**src/core/pis_pkg.sv**
```systemverilog
// Operation
// - summary register at command 00h, read only; writes leave it unchanged
// - summary bits active high; set means event class seen since last clear
// - clear-on-read of an event register clears its summary bits; reset bit 7 clears all
// - interrupt active when a summary bit, its mask bit and global enable are set
// - bit 7 is thermal shutdown or digital or power supply undervoltage
// - bit 6 is OR of the four port start fault flags
// - bit 5 is OR of four overcurrent cutoff and four current limit flags
// - bit 4 is OR of the four port classification cycle flags
// - bit 3 is OR of the four port detection cycle flags
// - bit 2 is OR of the four port disconnect flags
// - bit 1 is OR of the four port power-good change flags
// - bit 0 is OR of the four port power-enable change flags
// - enable mask at command 01h, read/write, bit-aligned with summary
// - mask bit written 1 lets its summary event drive the interrupt
// - mask bit written 0 blocks its summary event from the interrupt
// - summary bits follow events regardless of mask; mask gates only interrupt
// - global interrupt enable must also be set for any interrupt
// - each event register has a plain read code and a clear-on-read code
// - clear-on-read of the interrupting event register releases the interrupt
package pis_pkg;

    // ********************************
    // command codes
    // ********************************
    localparam logic [7:0] CMD_SUMMARY     = 8'h00;
    localparam logic [7:0] CMD_ENABLE_MASK = 8'h01;
    localparam logic [7:0] CMD_POWER_COR   = 8'h03;
    localparam logic [7:0] CMD_DETECT_COR  = 8'h05;
    localparam logic [7:0] CMD_FAULT_COR   = 8'h07;
    localparam logic [7:0] CMD_START_COR   = 8'h09;
    localparam logic [7:0] CMD_SUPPLY_COR  = 8'h0b;

    // ********************************
    // summary bit positions
    // ********************************
    localparam int BIT_SUPPLY_FAULT  = 7;
    localparam int BIT_START_FAULT   = 6;
    localparam int BIT_CURRENT_FAULT = 5;
    localparam int BIT_CLASS_CYCLE   = 4;
    localparam int BIT_DETECT_CYCLE  = 3;
    localparam int BIT_DISCONNECT    = 2;
    localparam int BIT_POWER_GOOD    = 1;
    localparam int BIT_POWER_ENABLE  = 0;

    // ********************************
    // event register clear strobes
    // ********************************
    localparam int CLR_POWER  = 0;
    localparam int CLR_DETECT = 1;
    localparam int CLR_FAULT  = 2;
    localparam int CLR_START  = 3;
    localparam int CLR_SUPPLY = 4;
    localparam int CLR_COUNT  = 5;

    // ********************************
    // reset values
    // ********************************
    localparam logic [7:0] SUMMARY_RESET    = 8'h80;
    localparam logic [7:0] MASK_RESET_FIXED = 8'h80;
    localparam logic [7:0] MASK_RESET_MODE  = 8'h64;

    // summary bits covered by each clear-on-read code
    function automatic logic [7:0] pis_clear_cover(input logic [CLR_COUNT-1:0] clr);
        logic [7:0] c;
        c = 8'h00;
        c[BIT_POWER_GOOD]    = clr[CLR_POWER];
        c[BIT_POWER_ENABLE]  = clr[CLR_POWER];
        c[BIT_CLASS_CYCLE]   = clr[CLR_DETECT];
        c[BIT_DETECT_CYCLE]  = clr[CLR_DETECT];
        c[BIT_DISCONNECT]    = clr[CLR_FAULT];
        c[BIT_CURRENT_FAULT] = clr[CLR_FAULT] | clr[CLR_START];
        c[BIT_START_FAULT]   = clr[CLR_START];
        c[BIT_SUPPLY_FAULT]  = clr[CLR_SUPPLY];
        return c;
    endfunction : pis_clear_cover

endpackage : pis_pkg

```
**src/core/pis_flag_merge.sv**
```systemverilog
`timescale 1ns/1ps
module pis_flag_merge (
    input  wire logic [3:0] port_start_fault_flag,
    input  wire logic [3:0] port_overcurrent_cutoff_flag,
    input  wire logic [3:0] port_current_limit_flag,
    input  wire logic [3:0] port_class_cycle_flag,
    input  wire logic [3:0] port_detect_cycle_flag,
    input  wire logic [3:0] port_disconnect_flag,
    input  wire logic [3:0] port_power_good_change_flag,
    input  wire logic [3:0] port_power_enable_change_flag,
    input  wire logic       thermal_shutdown_flag,
    input  wire logic       digital_supply_undervolt_flag,
    input  wire logic       power_supply_undervolt_flag,
    output logic      [7:0] merged
);

    assign merged[pis_pkg::BIT_SUPPLY_FAULT]  = thermal_shutdown_flag
                                              | digital_supply_undervolt_flag
                                              | power_supply_undervolt_flag;
    assign merged[pis_pkg::BIT_START_FAULT]   = |port_start_fault_flag;
    assign merged[pis_pkg::BIT_CURRENT_FAULT] = |{port_overcurrent_cutoff_flag,
                                                  port_current_limit_flag};
    assign merged[pis_pkg::BIT_CLASS_CYCLE]   = |port_class_cycle_flag;
    assign merged[pis_pkg::BIT_DETECT_CYCLE]  = |port_detect_cycle_flag;
    assign merged[pis_pkg::BIT_DISCONNECT]    = |port_disconnect_flag;
    assign merged[pis_pkg::BIT_POWER_GOOD]    = |port_power_good_change_flag;
    assign merged[pis_pkg::BIT_POWER_ENABLE]  = |port_power_enable_change_flag;

endmodule : pis_flag_merge

```
**src/core/pis_interrupt_summary.sv**
```systemverilog
`timescale 1ns/1ps
module pis_interrupt_summary #(
    parameter logic MODE_ENABLE_DEFAULT = 1'b1
) (
    input  wire logic                         clock,
    input  wire logic                         resetn,
    input  wire logic [7:0]                   cmd_code,
    input  wire logic                         cmd_rd,
    input  wire logic                         cmd_wr,
    input  wire logic [7:0]                   cmd_wdata,
    output logic      [7:0]                   cmd_rdata,
    output logic                              cmd_rvalid,
    output logic                              cmd_hit,
    input  wire logic                         global_irq_en,
    input  wire logic                         clear_all_req,
    input  wire logic [3:0]                   port_start_fault_flag,
    input  wire logic [3:0]                   port_overcurrent_cutoff_flag,
    input  wire logic [3:0]                   port_current_limit_flag,
    input  wire logic [3:0]                   port_class_cycle_flag,
    input  wire logic [3:0]                   port_detect_cycle_flag,
    input  wire logic [3:0]                   port_disconnect_flag,
    input  wire logic [3:0]                   port_power_good_change_flag,
    input  wire logic [3:0]                   port_power_enable_change_flag,
    input  wire logic                         thermal_shutdown_flag,
    input  wire logic                         digital_supply_undervolt_flag,
    input  wire logic                         power_supply_undervolt_flag,
    output logic      [pis_pkg::CLR_COUNT-1:0] event_clear,
    output logic                              event_clear_all,
    output logic      [7:0]                   interrupt_summary,
    output logic      [7:0]                   interrupt_enable_mask,
    output logic                              int_n
);

    // ********************************
    // reset value of the mask
    // ********************************
    localparam logic [7:0] MASK_RESET = pis_pkg::MASK_RESET_FIXED
        | (MODE_ENABLE_DEFAULT ? pis_pkg::MASK_RESET_MODE : 8'h00);

    logic [7:0]                    merged;
    logic [7:0]                    summary_r;
    logic [7:0]                    summary_nxt;
    logic [7:0]                    mask_r;
    logic [7:0]                    mask_nxt;
    logic                          int_n_r;
    logic                          int_n_nxt;
    logic [7:0]                    rdata_r;
    logic                          rvalid_r;
    logic                          hit_r;
    logic [pis_pkg::CLR_COUNT-1:0] clear_r;
    logic                          clear_all_r;

    // ********************************
    // event flag merge
    // ********************************
    pis_flag_merge u_merge (
        .port_start_fault_flag         (port_start_fault_flag),
        .port_overcurrent_cutoff_flag  (port_overcurrent_cutoff_flag),
        .port_current_limit_flag       (port_current_limit_flag),
        .port_class_cycle_flag         (port_class_cycle_flag),
        .port_detect_cycle_flag        (port_detect_cycle_flag),
        .port_disconnect_flag          (port_disconnect_flag),
        .port_power_good_change_flag   (port_power_good_change_flag),
        .port_power_enable_change_flag (port_power_enable_change_flag),
        .thermal_shutdown_flag         (thermal_shutdown_flag),
        .digital_supply_undervolt_flag (digital_supply_undervolt_flag),
        .power_supply_undervolt_flag   (power_supply_undervolt_flag),
        .merged                        (merged)
    );

    // ********************************
    // command decode
    // ********************************
    wire sel_summary = cmd_code == pis_pkg::CMD_SUMMARY;
    wire sel_mask    = cmd_code == pis_pkg::CMD_ENABLE_MASK;
    wire sel_power   = cmd_code == pis_pkg::CMD_POWER_COR;
    wire sel_detect  = cmd_code == pis_pkg::CMD_DETECT_COR;
    wire sel_fault   = cmd_code == pis_pkg::CMD_FAULT_COR;
    wire sel_start   = cmd_code == pis_pkg::CMD_START_COR;
    wire sel_supply  = cmd_code == pis_pkg::CMD_SUPPLY_COR;
    wire own_code    = sel_summary | sel_mask;

    // clear-on-read strobes to the event registers
    wire [pis_pkg::CLR_COUNT-1:0] clear_nxt =
        {5{cmd_rd}} & {sel_supply, sel_start, sel_fault, sel_detect, sel_power};

    // summary mirrors the event registers; clears act by emptying them
    assign summary_nxt = merged;

    // writes to the summary code are ignored
    assign mask_nxt = (cmd_wr && sel_mask) ? cmd_wdata : mask_r;

    // masked, globally gated, from the live event flags
    assign int_n_nxt = ~(global_irq_en && |(merged & mask_r));

    // ********************************
    // registers
    // ********************************
    always_ff @(posedge clock or negedge resetn) begin
        if (!resetn) begin
            summary_r   <= pis_pkg::SUMMARY_RESET;
            mask_r      <= MASK_RESET;
            int_n_r     <= 1'b1;
        end else begin
            summary_r   <= summary_nxt;
            mask_r      <= mask_nxt;
            int_n_r     <= int_n_nxt;
        end
    end

    always_ff @(posedge clock or negedge resetn) begin
        if (!resetn) begin
            rdata_r     <= 8'h00;
            rvalid_r    <= 1'b0;
            hit_r       <= 1'b0;
            clear_r     <= '0;
            clear_all_r <= 1'b0;
        end else begin
            rvalid_r    <= cmd_rd;
            hit_r       <= (cmd_rd || cmd_wr) && own_code;
            clear_r     <= clear_nxt;
            clear_all_r <= clear_all_req;
            if (cmd_rd) begin
                rdata_r <= sel_summary ? summary_r :
                           sel_mask    ? mask_r    : 8'h00;
            end
        end
    end

    assign cmd_rdata             = rdata_r;
    assign cmd_rvalid            = rvalid_r;
    assign cmd_hit               = hit_r;
    assign event_clear           = clear_r;
    assign event_clear_all       = clear_all_r;
    assign interrupt_summary     = summary_r;
    assign interrupt_enable_mask = mask_r;
    assign int_n                 = int_n_r;

endmodule : pis_interrupt_summary

```
**config.mk**
```make
export PLATFORM = sky130hd
export DESIGN_NAME = pis_interrupt_summary
export DESIGN_NICKNAME = d
export VERILOG_FILES = /design/src/core/pis_pkg.sv /design/src/core/pis_flag_merge.sv /design/src/core/pis_interrupt_summary.sv
export SDC_FILE = /design/constraint.sdc
export NUM_CORES = 1
export LEC_CHECK = 0
export ABC_AREA = 1
export BUFFER_PORTS_ARGS = -buffer_cell sky130_fd_sc_hd__buf_2
export CAP_MARGIN = 20
export CORE_ASPECT_RATIO = 1.2
export CORE_MARGIN = 2
export CORE_UTILIZATION = 43
export DETAILED_ROUTE_END_ITERATION = 16
export PLACE_DENSITY = 0.79
export SETUP_SLACK_MARGIN = 0.5
export SLEW_MARGIN = 5
export SYNTH_ARGS = -nofsm -noshare
export SYNTH_HDL_FRONTEND = slang
export SYNTH_SLANG_ARGS = --single-unit
```
**constraint.sdc**
```tcl
create_clock -name clock -period 1.1 [get_ports clock]
set_input_delay 0.055 -clock clock [delete_from_list [all_inputs] [get_ports clock]]
set_output_delay 0.055 -clock clock [all_outputs]
set_load 0.02 [all_outputs]
```
After elaboration in Yosys (flattened, before gate mapping). Cells that the tools add are included.

Word-level logic and storage cells: 35. Output and inout bits: 33. Flip-flop bits (word level): 33.

Bitwise logic cells: 6. Equal/unequal tests: 6. Muxes and demuxes: 2. Reductions and logical operators: 13.

Operators by type and width (count): 4-bit OR reduction (6); 8-bit by 3-bit equality test with 1-bit output (second input constant) (2); 8-bit by 4-bit equality test with 1-bit output (second input constant) (2); 8-bit 2-to-1 mux (2); 8-bit OR reduction (2); 8-bit AND (1); 8-bit by 1-bit equality test with 1-bit output (second input constant) (1); 8-bit by 2-bit equality test with 1-bit output (second input constant) (1); 8-bit logical NOT (1); 5-bit AND (1); 1-bit logical AND (3); 1-bit OR (3); 1-bit logical OR (1); 1-bit inverter (1).

Longest topological paths before layout. Gate-level depths: netlist (run 1).

Depth after elaboration: 6. Depth in mapped cells: 8. Gate-level depth less buffers: 7.

Hierarchy. Synthesis (run 1) repeated with hierarchy kept, for this count alone.

Cell total of the unflattened synthesis: 184. Area, all modules: 1485.2 um2.

Modules (own cells, without submodules): pis_interrupt_summary (area an instance 1350.0 um2, instances 1, cells each 148, sequential area each 833.3 um2); pis_flag_merge (area an instance 135.1 um2, instances 1, cells each 36, sequential area each 0.0 um2).

Worst setup path before layout (run 1). Ideal clock, no wire load.

Path kind: register to register. Start: register mask_r[2], in the netlist interrupt_enable_mask[2]. End: register int_n_r, in the netlist int_n. Buffers on the path: 0. Cell stages (with the launch flop): 6. Period minus slack after synthesis: 919 ps. Arrival time: 843 ps. Required time: 1024 ps. Setup slack: 181 ps. Library setup time: 76 ps. Cell sequence: dfstp_2 > nand2_1 > nand2_1 > nor2_1 > nand3_1 > nand2_1.

Cells in the longest elaborated chain, start to end: 4.

Ends and longest elaborated chain: start, declared (line pis_interrupt_summary.sv:43) `logic [7:0] mask_r;`; start signal, assigned (line pis_interrupt_summary.sv:106) `mask_r <= mask_nxt;`; 8-bit AND (line pis_interrupt_summary.sv:94) `assign int_n_nxt = ~(global_irq_en && |(merged & mask_r));`; 8-bit OR reduction (line pis_interrupt_summary.sv:94); 1-bit logical AND (line pis_interrupt_summary.sv:94); 1-bit inverter (line pis_interrupt_summary.sv:94); named net int_n_nxt (line pis_interrupt_summary.sv:46) `logic int_n_nxt;`; end signal, assigned (line pis_interrupt_summary.sv:107) `int_n_r <= int_n_nxt;`; end, declared (line pis_interrupt_summary.sv:45) `logic int_n_r;`.

The timed path passes the listed nets, and every way through them passes these cells. A chain may end at the register's enable or synchronous reset.

Worst setup path in the final report (run 1).
Start: register mask_r[2], in the netlist interrupt_enable_mask[2]. End: output port interrupt_enable_mask[2].

RTL lines: end, declared (line pis_interrupt_summary.sv:30) `output logic [7:0] interrupt_enable_mask,`.

No word-level cell between the ends.

==> results_dict.tcl, run 1 <==
set metrics [dict create \
    status "finished, violations left" \
    violations "hold timing" \
    layout_common_cells "nand2_1, buf_2, buf_6" \
    p_total_mw 2.91 \
    drtIter0Drc 120 \
    synth.distinct_cells 21 \
    layout_commonest_cell "nand2_1" \
    grt_usage_pct 28.6 \
    cts.sinks 33 \
    synth-seq-cells 33 \
    drv_cap 0 \
    h-tree-depth 2 \
    antenna_cells 0 \
    start_util_pct 45.1 \
    syn_inst 178 \
    crit_chain "buf_6" \
    dp_hpwl_um 2970 \
    drc 0 \
    ys_async_sr_fraction_pct 100 \
    critPathCaptureType "output pin" \
    nFillCells 132 \
    period_minus_slack_ns 1.07 \
    synth_edf_count 0 \
    via_per_inst 5.45 \
    numCtsBuffers 5 \
    wl_per_cell_um 18.2 \
    fin_nets 372 \
    synth_warnings 0 \
    skew_ns 0.00784 \
    drive_above_1_share_pct 63.0 \
    r2r_slack_ns 0.05 \
    setup_viol 0 \
    ir_drop_uv 1140 \
    core_um2 3370 \
    avgSynthCellArea_um2 8.53 \
    antenna_found_initial 0 \
    clkLatencyLatePin_ns 0.30 \
    postRouteAntennaNets 0 \
    synth_nets 235 \
    required_ns 1.04 \
    period_share_pct 96.9 \
    placed_area_um2 2170 \
    clk_pin_slew_ns 0.07 \
    cpLargestDelayFamily "flip-flops" \
    slowest_delay_ns 0.58 \
    worst_hold_slack_ns -0.228 \
    worst_ep_arrival_time_ns 1.01 \
    fin_cells 353 \
    setup_tns_ns 0 \
    cpMaxStageDelayCell "dfstp_2" \
    dp.cells 305 \
    synth_top_cell_by_area "dfrtp_1" \
    fp.dieW_um 58.3 \
    synth_top_area_share_pct 44.5 \
    ioPinCount 90 \
    grt_max_degree 34 \
    die-height_um 69.1 \
    cts_root_buf "clkbuf_8" \
    syn_area_um2 1520 \
    crit_path_max_fanout 3 \
    vias 1924 \
    hold_path.class "input port to async pin" \
    crit_buf_inv 1 \
    worstSetupStartpointType "flip-flop" \
    num_rows 23 \
    worst_slew_pin_slew_ns 0.435 \
    p_leak_nw 1.55 \
    ctsHoldBuffers 6 \
    hold_viol_final 39 \
    netlist_top_cells_area "dfrtp_1, nand2_1, dfstp_2, nand3_1, nor2_1" \
    gr-total-overflow 0 \
    gp_congestion 0.785 \
    p_per_area_nw_per_um2 948 \
    grt_pass1_wl_um 8740 \
    yosysSeqAreaShare_pct 54.9 \
    synthFlopType "dfrtp_1" \
    max-slew-margin-rel_pct 71.0 \
    rsz0062_at_grt "true" \
    grt_pass1_vias 1934 \
    die_area_um2 4030 \
    clk_path_buf_depth 2 \
    wirelength_um 6430 \
    dr.pass1.iters 4 \
    drv_slew 0 \
    portBuffers 89 \
    worstSetupPathType "flip-flop to output pin" \
    fmax_mhz 939 \
    area_growth_pct 102 \
    cts_tree "yes" \
    final_area_um2 3070 \
]
-- final timing paths --
kind,cells after the start,from,endpoint
min in group clock,2,cmd_code[3],event_clear[1]
max in group asynchronous,2,resetn,interrupt_enable_mask[6]
max,1,interrupt_enable_mask[2],interrupt_enable_mask[2]
min reg2reg,2,interrupt_enable_mask[6],interrupt_enable_mask[6]
max reg2reg,6,interrupt_enable_mask[2],int_n
min,2,resetn,event_clear_all
-- registers in the layout, indices dropped and copies added, names as in the netlist --
name and cells:
interrupt_summary 8, cmd_rvalid 1, cmd_rdata 8, event_clear_all 1, event_clear 5, int_n 1
cmd_hit 1, interrupt_enable_mask 8
-- final cells by class --
| cell class | count | area (um2) | share of cell area [%] |
|---|---|---|---|
| clock buffers | 7 | 96.3 | 3.14 |
| clock inverters | 1 | 5.00 | 0.163 |
| inverters | 13 | 113 | 3.67 |
| multi-input cells | 133 | 851 | 27.7 |
| flip-flops and latches | 33 | 843 | 27.5 |
| well taps | 37 | 46.3 | 1.51 |
| repair buffers | 129 | 1110 | 36.3 |
-- kinds of logic after synthesis --
family	share of synthesized area (%)
AOI/OAI and AO/OA	3.95
buffers and inverters	3.95
DFF	54.9
and+or+nand+nor	37.2
-- Yosys cell counts, drive strengths merged (2+ instances only) --
cell type,instances
o21ai,10
dfrtp,27
nor4,2
a21oi,2
nand4,2
nor3,2
nand2,71
nand3,17
nor2,24
dfstp,6
inv,12
-- routing by layer --
metal	vias up	global-route usage [%]	share of wire, %
met1	926	29.9	35
met3	33	6.94	6.2
li1	844	-	-
met4	0	11.4	4.7
met2	121	52.8	54
met5	-	0	0
-- per-stage QoR --
step / utilization [%] / setup WS (ns)
after global placement: 64.5 / 0.0917
after CTS: 85.2 / 0.0560
after floorplan: - / 0.189
final: 91.1 / 0.0345
after detailed placement: 64.5 / 0.0251
after global routing: 91.1 / 0.00945
-- repair_timing --
item,CTS,global route
gates resized for setup,90,41
endpoints found under the hold margin,45,36
endpoints found under the setup margin,51,56
pin swaps,15,19
gates cloned,2,2
setup buffers,26,4
-- report_power, final --
group          total [mW]  switching [mW]  leakage (nW)  internal [mW]
Clock                1.03           0.460        0.0542          0.565
Combinational       0.592           0.307          1.11          0.285
Sequential           1.29          0.0337         0.389           1.26
Total                2.91           0.801          1.55           2.11
(Power assumes the default switching activity.)
==> run 2, diff against run 1 <==
CELL_PAD_IN_SITES_DETAIL_PLACEMENT = 1   (was not set)
CELL_PAD_IN_SITES_GLOBAL_PLACEMENT = 1   (was not set)
CORE_UTILIZATION = 30   (was 43)
PLACE_DENSITY = 0.8   (was 0.79)
==> run 2 against run 1 <==
  * Sequential cell count stayed put
  * Critical path type unchanged
  * Via count decreased by 5.7%
  * Worst setup slack improved by 0.013 ns
  * The flow still finishes with violations (hold timing)
  * Register-to-register slack gained 0.03 ns
  * Total power down 3.9%
==> results_dict.tcl, run 2 (synthesis gave the netlist of run 1 again) <==
set metrics [dict create \
    status "finished, violations left" \
    violations "hold timing" \
    setup_viol 0 \
    cts_tree "yes" \
    crit_chain "buf_6" \
    antenna_found_initial 0 \
    grt_max_degree 19 \
    gr-total-overflow 0 \
    cts_root_buf "clkbuf_8" \
    cp-endpoint "interrupt_enable_mask[2]" \
    drv_cap 0 \
    worst_slew_pin_slew_ns 0.417 \
    fp.dieW_um 69.0 \
    gp_congestion 0.772 \
    vias 1815 \
    clk_pin_slew_ns 0.07 \
    p_leak_nw 1.55 \
    grt_pass1_wl_um 9850 \
    r2r_slack_ns 0.08 \
    p_per_area_nw_per_um2 896 \
    startpoint "interrupt_enable_mask[2]" \
    area_growth_pct 105 \
    grt_usage_pct 24.4 \
    max-slew-margin-rel_pct 72.2 \
    wl_per_cell_um 18.2 \
    layout_common_cells "nand2_1, buf_6, buf_2" \
    drive_above_1_share_pct 65.6 \
    crit_cells 1 \
    cpMaxStageDelayCell "dfstp_2" \
    rsz0062_at_grt "true" \
    postRouteAntennaNets 0 \
    hold_path.class "input port to async pin" \
    ctsHoldBuffers 3 \
    dp_hpwl_um 3680 \
    grt_pass1_vias 1988 \
    fin_nets 370 \
    hold_viol_final 44 \
    drv_slew 0 \
    start_util_pct 31.0 \
    cts.sinks 33 \
    die_area_um2 5650 \
    place_ws_ns 0.0449 \
    worstSetupPathType "flip-flop to output pin" \
    setup_ws_ns 0.0470 \
    num_rows 28 \
    drc 0 \
    ioPinCount 90 \
    worstReg2RegStart "interrupt_enable_mask[2]" \
    antenna_cells 0 \
    ir_drop_uv 665 \
    die-height_um 81.9 \
    core_um2 4900 \
    slowest_delay_ns 0.57 \
    critPathCaptureType "output pin" \
    via_per_inst 4.85 \
    layout_commonest_cell "nand2_1" \
    numCtsBuffers 5 \
    worstReg2RegEnd "int_n" \
    crit_path_max_fanout 3 \
    setup_tns_ns 0 \
    h-tree-depth 2 \
    required_ns 1.04 \
    clk_path_buf_depth 2 \
    reg2regPathDepth 6 \
    cpLargestDelayFamily "flip-flops" \
    skew_ns 0.0106 \
    wirelength_um 6820 \
    drtIter0Drc 66 \
    dr.pass1.iters 4 \
    crit_buf_inv 1 \
    clkLatencyLatePin_ns 0.30 \
    period_share_pct 95.7 \
    fmax_mhz 950 \
    period_minus_slack_ns 1.05 \
    worst_ep_arrival_time_ns 1.00 \
    portBuffers 89 \
    worst_hold_slack_ns -0.314 \
    worstSetupStartpointType "flip-flop" \
]
==> run 2: cell types whose count changed in the layout (fill, tap and decap cells not counted), sizes merged <==
cell	previous run	this run
clkinvlp	2	1
nor2	26	25
dlygate4sd3	6	3
buf	123	124
inv	11	10
clkinv	1	4
==> run 2: worst register-to-register path, cell delays in order (launching register included) <==
cell and delay (ns):
dfstp_2 0.57, buf_6 0.12, nand2_2 0.04, nand2_2 0.05, nor2_1 0.04, nand3_1 0.08, nand2_1 0.05
==> run 2: through the flow <==
step	util (%)	cells	cell area, um2	hold slack (ns)	power (mW)
after detailed placement	45.2	328	2210	0.00436	1.71
after global placement	45.2	328	2210	0.000697	1.69
after floorplan	-	178	1660	-0.241	1.48
final	63.6	374	3120	-0.314	2.79
after CTS	59.4	368	2920	-0.300	2.71
after global routing	63.6	374	3120	-0.297	2.92
==> run 2: per-layer routing <==
metal,part of all wire [%],GRT usage (%)
met2,56,43.5
met5,0,0
met1,36,27.1
met3,4.5,5.62
met4,3.2,10.6
==> run 2: worst min path at each step <==
stage | start | end | slack [ns]
detailed placement | resetn | event_clear[4] | 0.004
global placement | resetn | event_clear[3] | 0.0007
CTS | resetn | event_clear[4] | -0.30
global route | resetn | interrupt_summary[6] | -0.30
finish | resetn | interrupt_summary[6] | -0.31
floorplan | resetn | cmd_hit | -0.24
==> run 2: what timing repair did <==
item	4_1_cts	5_1_grt
gates cloned	2	1
gates resized for setup	94	43
hold endpoints to repair	27	17
endpoints found under the setup margin	52	56
pin swaps	17	28
setup buffers	27	5
==> run 2: area by class of cell <==
cell class | instances | area (um2)
flip-flops and latches | 33 | 843
fillers | 539 | 1790
multi-input cells | 132 | 871
well taps | 60 | 75.1
clock buffers | 6 | 72.6
repair buffers | 128 | 1140
inverters | 13 | 110
clock inverters | 2 | 10.0
==> run 2: power breakdown <==
| part | internal (mW) | switching (mW) | total (mW) |
|---|---|---|---|
| clock | 0.438 | 0.461 | 0.899 |
| combinational | 0.294 | 0.315 | 0.609 |
| sequential | 1.26 | 0.0308 | 1.29 |
